**src/output_channel_config_mux_regs.vh**
```
`ifndef OUTPUT_CHANNEL_CONFIG_MUX_REGS_VH
`define OUTPUT_CHANNEL_CONFIG_MUX_REGS_VH

// register byte offsets
`define OCM_SIDE_OFS 5'h00
`define OCM_TYPE_OFS 5'h04
`define OCM_GROUP_OFS 5'h08
`define OCM_STATUS_OFS 5'h0C
`define OCM_PINS_OFS 5'h10
`define OCM_STICKY_OFS 5'h14

// reset values
`define OCM_SIDE_RST 8'h00
`define OCM_TYPE_RST 8'h00
`define OCM_GROUP_RST 4'h0
`define OCM_STICKY_RST 2'h0

// group register fields
`define OCM_PH_A_BIT 0
`define OCM_PH_B_BIT 1
`define OCM_BR_A_BIT 2
`define OCM_BR_B_BIT 3

// status register fields
`define OCM_ST_CFG_ERR_BIT 0
`define OCM_ST_KILL_BIT 1
`define OCM_ST_CH6_EN_BIT 2
`define OCM_ST_PTYPE_ERR_BIT 3
`define OCM_ST_ON_LSB 8
`define OCM_ST_SIDE_LSB 16
`define OCM_ST_GATE_LSB 24

// pin register fields
`define OCM_PIN_OFF_HIGH_BIT 8
`define OCM_PIN_OFF_LOW_BIT 9
`define OCM_PIN_CH6_EN_BIT 10

// sticky register fields
`define OCM_SK_KILL_BIT 0
`define OCM_SK_CFG_BIT 1

// synchroniser width, one bit per synchronised pin
`define OCM_SYNC_W 11

`endif

```
**src/bridge_steer.v**
```verilog
`timescale 1ns/1ps
// turns bridge pulse, direction and float into four switch commands
module bridge_steer (
  input wire pulse_n_i,
  input wire dir_i,
  input wire float_i,
  output wire hs_a_o,
  output wire hs_b_o,
  output wire ls_a_o,
  output wire ls_b_o
);
  wire drive; // bridge pulse active and not floating

  // float wins over pulse: all four switches open
  assign drive = ~pulse_n_i & ~float_i;
  // direction high: first high side with second low side
  assign hs_a_o = drive & dir_i;
  assign ls_b_o = drive & dir_i;
  // direction low: second high side with first low side
  assign hs_b_o = drive & ~dir_i;
  assign ls_a_o = drive & ~dir_i;
endmodule // bridge_steer

```
**src/output_channel_config_mux.v**
```verilog
// Contract
// - per-channel bit selects high or low side
// - per-channel fet type bit sets gate polarity
// - p type only valid on high side
// - pair a: channel 1 high, 4 low
// - pair b: channel 2 high, 3 low
// - groups force side, type stays per channel
// - bridge a: 1,2 high; 3,4 low
// - bridge b: 5,6 high; 7,8 low
// - both pairs or both bridges may coexist
// - unclaimed channels keep their own configuration
// - channel six off unless its enable high
// - either external disable switches outputs off
// - external disables never touch channels 7, 8
// - outputs follow control inputs for pwm
// - control inputs active low, idle high off
// - bridge a uses inputs 1,2,3 as pulse,dir,float
// - bridge b uses inputs 5,6,7 as pulse,dir,float
//
// The address map and the Avalon-MM slave port were decided locally.
`timescale 1ns/1ps
`include "output_channel_config_mux_regs.vh"
module output_channel_config_mux (
  input wire clk_sys_i,
  input wire resetn_i,
  // avalon-mm slave
  input wire [4:0] avs_address_i,
  input wire avs_read_i,
  input wire avs_write_i,
  input wire [31:0] avs_writedata_i,
  input wire [3:0] avs_byteenable_i,
  output wire [31:0] avs_readdata_o,
  output wire avs_waitrequest_o,
  // host pins
  input wire [7:0] chan_on_n_i,
  input wire channel_six_enable_i,
  input wire ext_off_high_i,
  input wire ext_off_low_i,
  // gate driver side
  output wire [7:0] gate_on_o,
  output wire [7:0] gate_level_o,
  output wire [7:0] high_side_o,
  output wire [7:0] p_type_o,
  output wire config_error_o
);

  // merge one byte under its byte enable
  function [7:0] merge_byte;
    input [7:0] old_val;
    input [7:0] new_val;
    input lane_en;
    begin
      merge_byte = lane_en ? new_val : old_val;
    end
  endfunction

  // sticky update: set wins over write-one-to-clear
  function sticky_upd;
    input old_val;
    input set_ev;
    input clr_ev;
    begin
      sticky_upd = set_ev | (old_val & ~clr_ev);
    end
  endfunction

  // synchronised pin levels
  wire [`OCM_SYNC_W-1:0] pins_sync; // all pins after two flops
  wire [7:0] on_n_s; // control inputs, active low
  wire ch6_en_s; // channel six enable
  wire off_high_s; // disable, active high
  wire off_low_s; // disable, active low

  // configuration registers
  reg [7:0] side_select_bit_reg; // 1 = high side
  reg [7:0] fet_type_bit_reg; // 1 = p type
  reg [3:0] group_reg; // pair and bridge selects
  reg [1:0] sticky_reg; // latched events
  reg [1:0] sticky_next; // sticky next value

  // bus handshake
  reg ack_reg; // second cycle of an access
  reg [31:0] rdata_reg; // read data, valid while ack
  reg [31:0] rdata_next; // read mux result
  wire req; // any access pending
  wire wr_fire; // write takes effect this edge

  // group selects
  wire peak_hold_pair_a_select;
  wire peak_hold_pair_b_select;
  wire bridge_a_select;
  wire bridge_b_select;

  // derived configuration and commands
  reg [7:0] side_eff; // side after group forcing
  reg [7:0] cmd_on; // on command before gating
  reg [7:0] gated_on; // on command after gating
  wire [7:0] p_eff; // p type on high side only
  wire kill; // either external disable asserted
  wire cfg_err; // conflicting group selection
  wire ptype_err; // p type on a low side channel
  wire [3:0] br_a_cmd; // bridge a switch commands
  wire [3:0] br_b_cmd; // bridge b switch commands

  // registered outputs
  reg [7:0] gate_on_reg;
  reg [7:0] gate_level_reg;
  reg [7:0] high_side_reg;
  reg [7:0] p_type_reg;
  reg config_error_reg;

  // pins cross into the core clock; idle levels keep outputs off
  pin_sync2 #(
    .WIDTH(`OCM_SYNC_W),
    .RST_VAL(11'h4FF)
  ) u_pin_sync (
    .clk_sys_i(clk_sys_i),
    .resetn_i(resetn_i),
    .async_i({ext_off_low_i, ext_off_high_i, channel_six_enable_i, chan_on_n_i}),
    .sync_o(pins_sync)
  );

  // split synchronised bundle
  assign on_n_s = pins_sync[7:0];
  assign ch6_en_s = pins_sync[8];
  assign off_high_s = pins_sync[9];
  assign off_low_s = pins_sync[10];

  // group select fields
  assign peak_hold_pair_a_select = group_reg[`OCM_PH_A_BIT];
  assign peak_hold_pair_b_select = group_reg[`OCM_PH_B_BIT];
  assign bridge_a_select = group_reg[`OCM_BR_A_BIT];
  assign bridge_b_select = group_reg[`OCM_BR_B_BIT];

  // bridge a steering from control inputs 1, 2, 3
  bridge_steer u_bridge_a (
    .pulse_n_i(on_n_s[0]),
    .dir_i(on_n_s[1]),
    .float_i(on_n_s[2]),
    .hs_a_o(br_a_cmd[0]),
    .hs_b_o(br_a_cmd[1]),
    .ls_a_o(br_a_cmd[2]),
    .ls_b_o(br_a_cmd[3])
  );

  // bridge b steering from control inputs 5, 6, 7
  bridge_steer u_bridge_b (
    .pulse_n_i(on_n_s[4]),
    .dir_i(on_n_s[5]),
    .float_i(on_n_s[6]),
    .hs_a_o(br_b_cmd[0]),
    .hs_b_o(br_b_cmd[1]),
    .ls_a_o(br_b_cmd[2]),
    .ls_b_o(br_b_cmd[3])
  );

  // effective side: own bits, then pairs, then bridges on top
  always @* begin
    side_eff = side_select_bit_reg;
    if (peak_hold_pair_a_select) begin
      side_eff[0] = 1'b1;
      side_eff[3] = 1'b0;
    end
    if (peak_hold_pair_b_select) begin
      side_eff[1] = 1'b1;
      side_eff[2] = 1'b0;
    end
    if (bridge_a_select) begin
      side_eff[1:0] = 2'h3;
      side_eff[3:2] = 2'h0;
    end
    if (bridge_b_select) begin
      side_eff[5:4] = 2'h3;
      side_eff[7:6] = 2'h0;
    end
  end

  // p type honoured only where the channel ends up high side
  assign p_eff = fet_type_bit_reg & side_eff;
  assign ptype_err = |(fet_type_bit_reg & ~side_eff);

  // bridge a overlapping a pair is a configuration error
  assign cfg_err = bridge_a_select & (peak_hold_pair_a_select | peak_hold_pair_b_select);

  // either disable pin in its active sense kills channels 1 to 6
  assign kill = off_high_s | ~off_low_s;

  // per-channel command: direct input unless a bridge owns it
  always @* begin
    cmd_on = ~on_n_s;
    if (bridge_a_select) begin
      cmd_on[3:0] = br_a_cmd;
    end
    if (bridge_b_select) begin
      cmd_on[7:4] = br_b_cmd;
    end
  end

  // safety gating of the commands
  always @* begin
    gated_on = cmd_on;
    if (kill) begin
      gated_on[5:0] = 6'h00;
    end
    if (!ch6_en_s) begin
      gated_on[5] = 1'b0;
    end
  end

  // outputs from flops: one core cycle after the synchronisers
  always @(posedge clk_sys_i or negedge resetn_i) begin
    if (!resetn_i) begin
      gate_on_reg <= 8'h00;
      gate_level_reg <= 8'h00;
      high_side_reg <= 8'h00;
      p_type_reg <= 8'h00;
      config_error_reg <= 1'b0;
    end else begin
      gate_on_reg <= gated_on;
      // p type conducts with gate low, n type with gate high
      gate_level_reg <= gated_on ^ p_eff;
      high_side_reg <= side_eff;
      p_type_reg <= p_eff;
      config_error_reg <= cfg_err | ptype_err;
    end
  end

  assign gate_on_o = gate_on_reg;
  assign gate_level_o = gate_level_reg;
  assign high_side_o = high_side_reg;
  assign p_type_o = p_type_reg;
  assign config_error_o = config_error_reg;

  // bus: wait one cycle, answer in the second
  assign req = avs_read_i | avs_write_i;
  assign avs_waitrequest_o = req & ~ack_reg;
  assign wr_fire = avs_write_i & ack_reg;
  assign avs_readdata_o = rdata_reg;

  // ack toggles high for one cycle per access
  always @(posedge clk_sys_i or negedge resetn_i) begin
    if (!resetn_i) begin
      ack_reg <= 1'b0;
    end else begin
      ack_reg <= req & ~ack_reg;
    end
  end

  // read mux; unmapped addresses read zero
  always @* begin
    rdata_next = 32'h00000000;
    case (avs_address_i)
      `OCM_SIDE_OFS: begin
        rdata_next[7:0] = side_select_bit_reg;
      end
      `OCM_TYPE_OFS: begin
        rdata_next[7:0] = fet_type_bit_reg;
      end
      `OCM_GROUP_OFS: begin
        rdata_next[3:0] = group_reg;
      end
      `OCM_STATUS_OFS: begin
        rdata_next[`OCM_ST_CFG_ERR_BIT] = cfg_err;
        rdata_next[`OCM_ST_KILL_BIT] = kill;
        rdata_next[`OCM_ST_CH6_EN_BIT] = ch6_en_s;
        rdata_next[`OCM_ST_PTYPE_ERR_BIT] = ptype_err;
        rdata_next[`OCM_ST_ON_LSB +: 8] = gate_on_reg;
        rdata_next[`OCM_ST_SIDE_LSB +: 8] = high_side_reg;
        rdata_next[`OCM_ST_GATE_LSB +: 8] = gate_level_reg;
      end
      `OCM_PINS_OFS: begin
        rdata_next[7:0] = on_n_s;
        rdata_next[`OCM_PIN_OFF_HIGH_BIT] = off_high_s;
        rdata_next[`OCM_PIN_OFF_LOW_BIT] = off_low_s;
        rdata_next[`OCM_PIN_CH6_EN_BIT] = ch6_en_s;
      end
      `OCM_STICKY_OFS: begin
        rdata_next[1:0] = sticky_reg;
      end
      default: begin
        rdata_next = 32'h00000000;
      end
    endcase
  end

  // read data captured in the wait cycle, stands in the ack cycle
  always @(posedge clk_sys_i or negedge resetn_i) begin
    if (!resetn_i) begin
      rdata_reg <= 32'h00000000;
    end else if (avs_read_i && !ack_reg) begin
      rdata_reg <= rdata_next;
    end
  end

  // configuration writes, byte lane 0 only carries data
  always @(posedge clk_sys_i or negedge resetn_i) begin
    if (!resetn_i) begin
      side_select_bit_reg <= `OCM_SIDE_RST;
      fet_type_bit_reg <= `OCM_TYPE_RST;
      group_reg <= `OCM_GROUP_RST;
    end else if (wr_fire) begin
      case (avs_address_i)
        `OCM_SIDE_OFS: begin
          side_select_bit_reg <= merge_byte(side_select_bit_reg, avs_writedata_i[7:0], avs_byteenable_i[0]);
        end
        `OCM_TYPE_OFS: begin
          fet_type_bit_reg <= merge_byte(fet_type_bit_reg, avs_writedata_i[7:0], avs_byteenable_i[0]);
        end
        `OCM_GROUP_OFS: begin
          if (avs_byteenable_i[0]) begin
            group_reg <= avs_writedata_i[3:0];
          end
        end
        default: begin
          group_reg <= group_reg;
        end
      endcase
    end
  end

  // sticky events: kill seen, configuration error seen
  always @* begin
    sticky_next[`OCM_SK_KILL_BIT] = sticky_upd(sticky_reg[`OCM_SK_KILL_BIT], kill,
      wr_fire && avs_address_i == `OCM_STICKY_OFS && avs_byteenable_i[0] &&
      avs_writedata_i[`OCM_SK_KILL_BIT]);
    sticky_next[`OCM_SK_CFG_BIT] = sticky_upd(sticky_reg[`OCM_SK_CFG_BIT], cfg_err | ptype_err,
      wr_fire && avs_address_i == `OCM_STICKY_OFS && avs_byteenable_i[0] &&
      avs_writedata_i[`OCM_SK_CFG_BIT]);
  end

  // sticky register update
  always @(posedge clk_sys_i or negedge resetn_i) begin
    if (!resetn_i) begin
      sticky_reg <= `OCM_STICKY_RST;
    end else begin
      sticky_reg <= sticky_next;
    end
  end

endmodule // output_channel_config_mux

```
**src/pin_sync2.v**
```verilog
`timescale 1ns/1ps
// two flip-flop synchroniser for asynchronous pin levels
module pin_sync2 #(
  parameter WIDTH = 1,
  parameter [WIDTH-1:0] RST_VAL = {WIDTH{1'b0}}
) (
  input wire clk_sys_i,
  input wire resetn_i,
  input wire [WIDTH-1:0] async_i,
  output wire [WIDTH-1:0] sync_o
);
  reg [WIDTH-1:0] meta_reg; // first stage, read only by second
  reg [WIDTH-1:0] stable_reg; // second stage, safe to use

  // both stages reset to the idle pin level
  always @(posedge clk_sys_i or negedge resetn_i) begin
    if (!resetn_i) begin
      meta_reg <= RST_VAL;
      stable_reg <= RST_VAL;
    end else begin
      meta_reg <= async_i;
      stable_reg <= meta_reg;
    end
  end

  assign sync_o = stable_reg;
endmodule // pin_sync2
```
**config.mk**
```make
export PLATFORM = sky130hd
export DESIGN_NAME = output_channel_config_mux
export DESIGN_NICKNAME = d
export VERILOG_FILES = /design/src/bridge_steer.v /design/src/output_channel_config_mux.v /design/src/pin_sync2.v
export VERILOG_INCLUDE_DIRS = /design/src
export SDC_FILE = /design/constraint.sdc
export NUM_CORES = 1
export LEC_CHECK = 0
export ABC_AREA = 1
export BUFFER_PORTS_ARGS = -buffer_cell sky130_fd_sc_hd__buf_4
export CORE_MARGIN = 5
export CORE_UTILIZATION = 30
export DETAILED_ROUTE_END_ITERATION = 8
export SLEW_MARGIN = 0
export SYNTH_ARGS = -nofsm -noshare
export SYNTH_HDL_FRONTEND = slang
export SYNTH_SLANG_ARGS = --single-unit
```
**constraint.sdc**
```tcl
create_clock -name clk_sys_i -period 2.4 [get_ports clk_sys_i]
set_clock_uncertainty 0.05 [all_clocks]
set_input_delay 0.6 -clock clk_sys_i [delete_from_list [all_inputs] [get_ports clk_sys_i]]
set_output_delay 0.6 -clock clk_sys_i [all_outputs]
set_load 0.02 [all_outputs]
```
==> impl_results.md, run 1 <==
* Result of the run: complete, no violations
* Clock sink count at 110
* Placer Congestion at 0.866
* Worst Max-Slew Pin Slew at 942 ps
* Fraction of the mapped netlist area in compound gates at 9.77%
* Max-cap check violation count at 0
* Root cell of the clock tree: clkbuf_16
* Cell type with the largest total area after synthesis: dfrtp_1
* Final period utilization at a little under three quarters
* Total length of routed wires at 10.3 mm
* Clk pwr share at 34.9%
* Internal Pwr Total at 2.93 mW
* Routed wire length per instance at between 10 and 15 µm
* WP data arrival at 1060 ps
* Xor and xnor fraction of the mapped netlist area at under 10%
* Width of the die at about 130 µm
* Setup TNS after final layout at 0 ps
* DRC violations left at 0
* Initial core utilization at 30.3%
* Number of gates resized after cts at 0
* TritonCTS buffer count at 9
* N_diodes at 0
* Minimum clock period at between 1500 and 2000 ps
* Sequential Power Share at 52.5%
* Gate count of the mapped netlist at 435
* Fraction of the mapped netlist area in simple logic gates at 19.5%
* Pin count of the biggest net entering global routing at 111
* Count of warnings emitted by yosys at 0
* # setup viols final at 0
* Fraction of power spent switching nets at 25.9%
* Wire length of the first global-routing pass at 16.6 mm
* Grt total ovfl at 0
* Number of flip-flops in the largest register at 32
* Antenna violations before repair at 0
* Sequential element share of the synthesized area at between 60% and 70%
* Worst-skew pair later-pin latency at 340 ps
* Combined area of all synthesized cells at 4350 µm²
* Classification of the worst setup path: register to output port
* Count of hold-fix buffers inserted at cts at 0
* Synthesized net count at between 400 and 500
* Fraction of final layout cells sized beyond drive strength 1 at 30.8%
* Synth top area share at 52.9%
* Hold crit path type: input port to async pin
* Most frequent cells in the layout: 140 x nand2_1, 97 x buf_4, 92 x dfrtp_1, 40 x inv_1, 35 x o21ai_0
* Number of core rows at 44
* Post-synthesis share of cell area spent on full adders, half adders and majority gates at 0%
* Unrepaired setup endpoints after global routing: false
* Number of placed I/O pins at 122
* Dominant combinational cell family by area after synthesis: simple AND/OR/NAND/NOR gates
* Max_slew headroom at 37.1%
* Top cells by area in the synthesized netlist: dfrtp_1 53%, nand2_1 12%, dfstp_2 11%
* Final ANT Viol Nets at 0
* Vert. Die Dim at 130 µm
* CTS H-tree lvls at 3
* Req. time, crit path at 1750 ps
* Power per unit of standard cell area at 715 nW/µm²
* Leakage power at 2.82 nW
* Number of DRC violations after detailed-routing iteration 0 at 171
* CP Max Fanout at 3
* Via count at 3148
* Clock slew seen by the registers of the worst setup and hold paths at 70 ps
* Port bufs at 94
* Post-synth cell types at 28
* Top achievable clock speed at 584 MHz
* Synthesized area per cell at 10.0 µm²
* Final Max Slew Viols at 0
* Most common cell after layout, fill and taps aside: nand2_1
* Overall routing resource usage at 12.7%
* Standard cell core area at roughly 14000 µm²
* Fraction of synthesized area in multiplexers at 0%
* Utilization after layout at between 30 and 40%
* Critical path launch point type: register
* Area added between synthesis and finish at 27.0%
* Crit end category: output port
* Number of iterations in the first detailed-routing pass at 4
* Total die area at 17000 µm²
* Buffer count from post-CTS setup fixing at 0
* Bufs on Longest Clock Path at 2
* Peak supply drop at 361 µV
* DR vias/cell at 4.37
* Combinational cell fraction of total power at 12.6%
* Post-synthesis register bit count at 110
* Total half-perimeter wirelength after legalization and detailed placement at 7.73 mm
* Switching power at 1.02 mW
* TritonCTS clock tree: done
* Number of endpoints with negative hold slack in the final report at 0
* Net count, final at 587
* Number of global-route vias before repair at 3222
-- synth_stat cells --
cell,count
or2_1,1
nor2_4,5
nand3_1,14
a211oi_2,1
a21oi_1,13
nand3_2,2
a21boi_0,1
a21oi_2,1
buf_6,4
nand2_2,3
nand2_1,140
xor2_1,7
xnor2_1,1
dfstp_2,18
nand2_4,2
inv_1,40
dfrtp_1,92
nor2_1,20
buf_2,2
and3_1,2
nand4_1,2
o21a_1,1
nor3_2,1
o21ai_0,35
o21ai_2,17
nor2_2,3
clkbuf_1,6
buf_4,1
-- power by group through the flow --
stage               sequential [mW]  combinational, mW  clock, mW
global placement               2.10              0.499          0
finish                         2.07              0.499       1.38
global route                   2.09              0.556       1.50
detailed placement             2.11              0.508          0
floorplan                      2.15              0.198          0
CTS                            2.07              0.510       1.43
-- through the flow --
stage          cell area [µm²]  worst slack [ps]  hold WS (ps)  power (mW)  std cells
3_3_place_gp              5250               524           286        2.60        704
2_1_floorplan             4350               820           254        2.35        435
6_report                  5530               686           266        3.95        720
3_5_place_dp              5250               469           285        2.61        704
5_1_grt                   5530               579           293        4.14        720
4_1_cts                   5530               655           294        4.01        720
-- routing by layer --
metal	GRT usage (%)	share of wire, %	vias up	wire [µm]
met5	0	0	-	0
met2	19.3	45	89	4650
met4	5.38	2.1	0	215
met3	4.51	8.8	17	909
li1	-	-	1562	-
met1	16.5	44	1480	4570
-- critical path: stages (launching register included) --
cell	delay (ps)
dfrtp_1	400
nor2_1	160
buf_4	160
-- final cells by class --
class                   instances  area (µm²)
clock inverters                 3        20.0
well taps                     184         230
fillers                      1440        8840
flip-flops and latches        110        2780
repair buffers                 98         748
clock buffers                  13         260
multi-input cells             272        1340
inverters                      40         150
-- logic make-up after synthesis --
family                 Yosys count
flip-flops                     110
AND/OR/NAND/NOR                195
AO/OA/AOI/OAI                   69
XOR/XNOR                         8
buffers and inverters           53
-- worst paths after layout --
check                                                  from                              to  slack, ps  cells past startpoint
max                                       ack_reg$_DFF_PN0_               avs_waitrequest_o        690                      2
min in group clk_sys_i     u_pin_sync.meta_reg[8]$_DFF_PN0_  u_pin_sync.sync_o[8]$_DFF_PN0_        300                      0
max reg2reg                        group_reg[3]$_DFFE_PN0P_   avs_readdata_o[3]$_DFFE_PN0P_        780                      9
min                                                resetn_i               ack_reg$_DFF_PN0_        270                      2
max in group asynchronous                          resetn_i  avs_readdata_o[24]$_DFFE_PN0P_       1590                      2
min reg2reg                u_pin_sync.meta_reg[8]$_DFF_PN0_  u_pin_sync.sync_o[8]$_DFF_PN0_        300                      0
Note: power is estimated with default switching activity, not from simulation.
==> inputs of run 2 (changes only) <==
==> constraint.sdc (replaced) <==
create_clock -name clk_sys_i -period 1.7 [get_ports clk_sys_i]
set_clock_uncertainty 0.05 [all_clocks]
set_input_delay 0.425 -clock clk_sys_i [delete_from_list [all_inputs] [get_ports clk_sys_i]]
set_output_delay 0.425 -clock clk_sys_i [all_outputs]
set_load 0.02 [all_outputs]
==> run 2 against run 1 <==
Net effect:
- combinational power up 49%
- flip-flop and latch count unchanged
- critical endpoint is now avs_readdata_o[3]$_DFFE_PN0P_
- core utilization up 1.1 points
- first-iteration DRC count up 19%
- via count up 1.9%
- hold slack worse by 130 ps
- wire length up 1.9%
==> impl_results.md, run 2 (synthesis gave the netlist of run 1 again) <==
* Root cell of the clock tree: clkbuf_16
* Final period utilization at between 90% and 100%
* Worst-skew pair later-pin latency at ~350 ps
* Wire length of the first global-routing pass at 17.0 mm
* Clock sink count at between 100 and 150
* Area of combinational cells with multiple inputs at 1340 µm²
* Bufs on Longest Clock Path at 2
* Minimum clock period at around 1600 ps
* Max-cap check violation count at 0
* Utilization after layout at 39.5%
* Power per unit of standard cell area at 1030 nW/µm²
* Standard cell core area at 14400 µm²
* FF+latch area at 2780 µm²
* Area added between synthesis and finish at 30.5%
* Vert. Die Dim at 130 µm
* Number of iterations in the first detailed-routing pass at 4
* CP Max Fanout at 6
* Max_slew headroom at between 70 and 80%
* Via count at between 3000 and 4000
* Worst Max-Slew Pin Slew at between 400 and 500 ps
* Number of placed I/O pins at 122
* Number of flip-flops in the largest register at 32
* Hold crit path type: input port to register
* CTS H-tree lvls at 3
* Number of global-route vias before repair at 3303
* Grt total ovfl at 0
* Unrepaired setup endpoints after global routing: false
* Leakage power at slightly below 3 nW
* Width of the die at 130 µm
* Total die area at 17000 µm²
* Top achievable clock speed at 638 MHz
* Crit end category: register
* Port bufs at 94
* Number of core rows at 44
* Clock slew seen by the registers of the worst setup and hold paths at about 70 ps
* DRC violations left at 0
* Classification of the worst setup path: register to register
* Peak supply drop at a little under 500 µV
* Fraction of final layout cells sized beyond drive strength 1 at 32.3%
* Layout fillers at 1406
* WP data arrival at 1760 ps
* Most frequent cells in the layout: 140 x nand2_1, 106 x buf_4, 92 x dfrtp_1, 40 x inv_1, 35 x o21ai_0
* Final Max Slew Viols at 0
* Initial core utilization at 30.3%
* Critical path launch point type: register
* Net count, final at between 500 and 600
* Overall routing resource usage at about an eighth
* Total half-perimeter wirelength after legalization and detailed placement at slightly above 8 mm
* Setup TNS after final layout at 0 ps
* Routed wire length per instance at 14.4 µm
* Area of all placed cells without fillers at 5680 µm²
* Pin count of the biggest net entering global routing at 53
* Placer Congestion at 0.864
* Antenna violations before repair at 0
* Most common cell after layout, fill and taps aside: nand2_1
* Final ANT Viol Nets at 0
* Result of the run: complete, no violations
* Total length of routed wires at ~11 mm
* Buffer count from post-CTS setup fixing at 0
* TritonCTS clock tree: done
* Req. time, crit path at 1890 ps
* Number of DRC violations after detailed-routing iteration 0 at 203
* Number of endpoints with negative hold slack in the final report at 0
* N_diodes at 0
* DR vias/cell at 4.38
* TritonCTS buffer count at 9
* Placed Instance Area at 5360 µm²
* # setup viols final at 0
[run 2: cell type report]
cell class / count / share of cell area [%]
inverters: 40 / 2.64
clock inverters: 6 / 1.52
repair buffers: 110 / 15.2
multi-input cells: 272 / 23.7
clock buffers: 10 / 4.03
flip-flops and latches: 110 / 48.9
well taps: 184 / 4.05
[run 2: report_power, final]
part           switching [mW]  leakage, nW  internal, mW
clock                   0.905        0.152          1.29
sequential              0.134         1.42          2.79
combinational           0.446         1.35         0.295
[run 2: metal layers]
metal / vias to the layer above / GRT usage [%] / wire length, µm / part of all wire [%]
met1: 1506 / 16.8 / 4610 / 44
met4: 0 / 5.20 / 245 / 2.3
met2: 100 / 19.4 / 4660 / 44
li1: 1580 / - / - / -
met5: - / 0 / 0 / 0
met3: 22 / 5.12 / 1020 / 9.7
[run 2: worst max-delay path, stage by stage (launching register included)]
cell	delay (ps)
dfrtp_1	490
nor2_4	170
nand2_1	110
nand2_1	80
nand2_1	50
nor2_1	210
nand2_1	80
nand2_1	70
nand2_1	50
nand2_1	50
nand2_1	50
[run 2: final timing paths]
kind	from	to	slack [ps]	cells past startpoint
max	group_reg[2]$_DFFE_PN0P_	avs_readdata_o[3]$_DFFE_PN0P_	130	10
min	channel_six_enable_i	u_pin_sync.meta_reg[8]$_DFF_PN0_	130	1
max reg2reg	group_reg[2]$_DFFE_PN0P_	avs_readdata_o[3]$_DFFE_PN0P_	130	10
min reg2reg	u_pin_sync.meta_reg[9]$_DFF_PN0_	u_pin_sync.sync_o[9]$_DFF_PN0_	310	0
max in group asynchronous	resetn_i	u_pin_sync.sync_o[2]$_DFF_PN1_	540	3
min in group asynchronous	resetn_i	ack_reg$_DFF_PN0_	460	2
[run 2: repair_timing]
action	4_1_cts	5_1_grt
resized for setup	0	0
hold endpoints to repair	15	0
hold buffers	1	0
[run 2: metrics by stage]
step | setup WS (ps) | hold WS (ps) | total power, mW | cells
2_1_floorplan | 327 | 79.4 | 3.32 | 435
3_3_place_gp | 82.2 | 287 | 3.71 | 715
3_5_place_dp | 81.6 | 295 | 3.72 | 715
4_1_cts | 119 | 119 | 5.94 | 732
5_1_grt | 26.6 | 117 | 6.12 | 732
6_report | 134 | 131 | 5.86 | 732
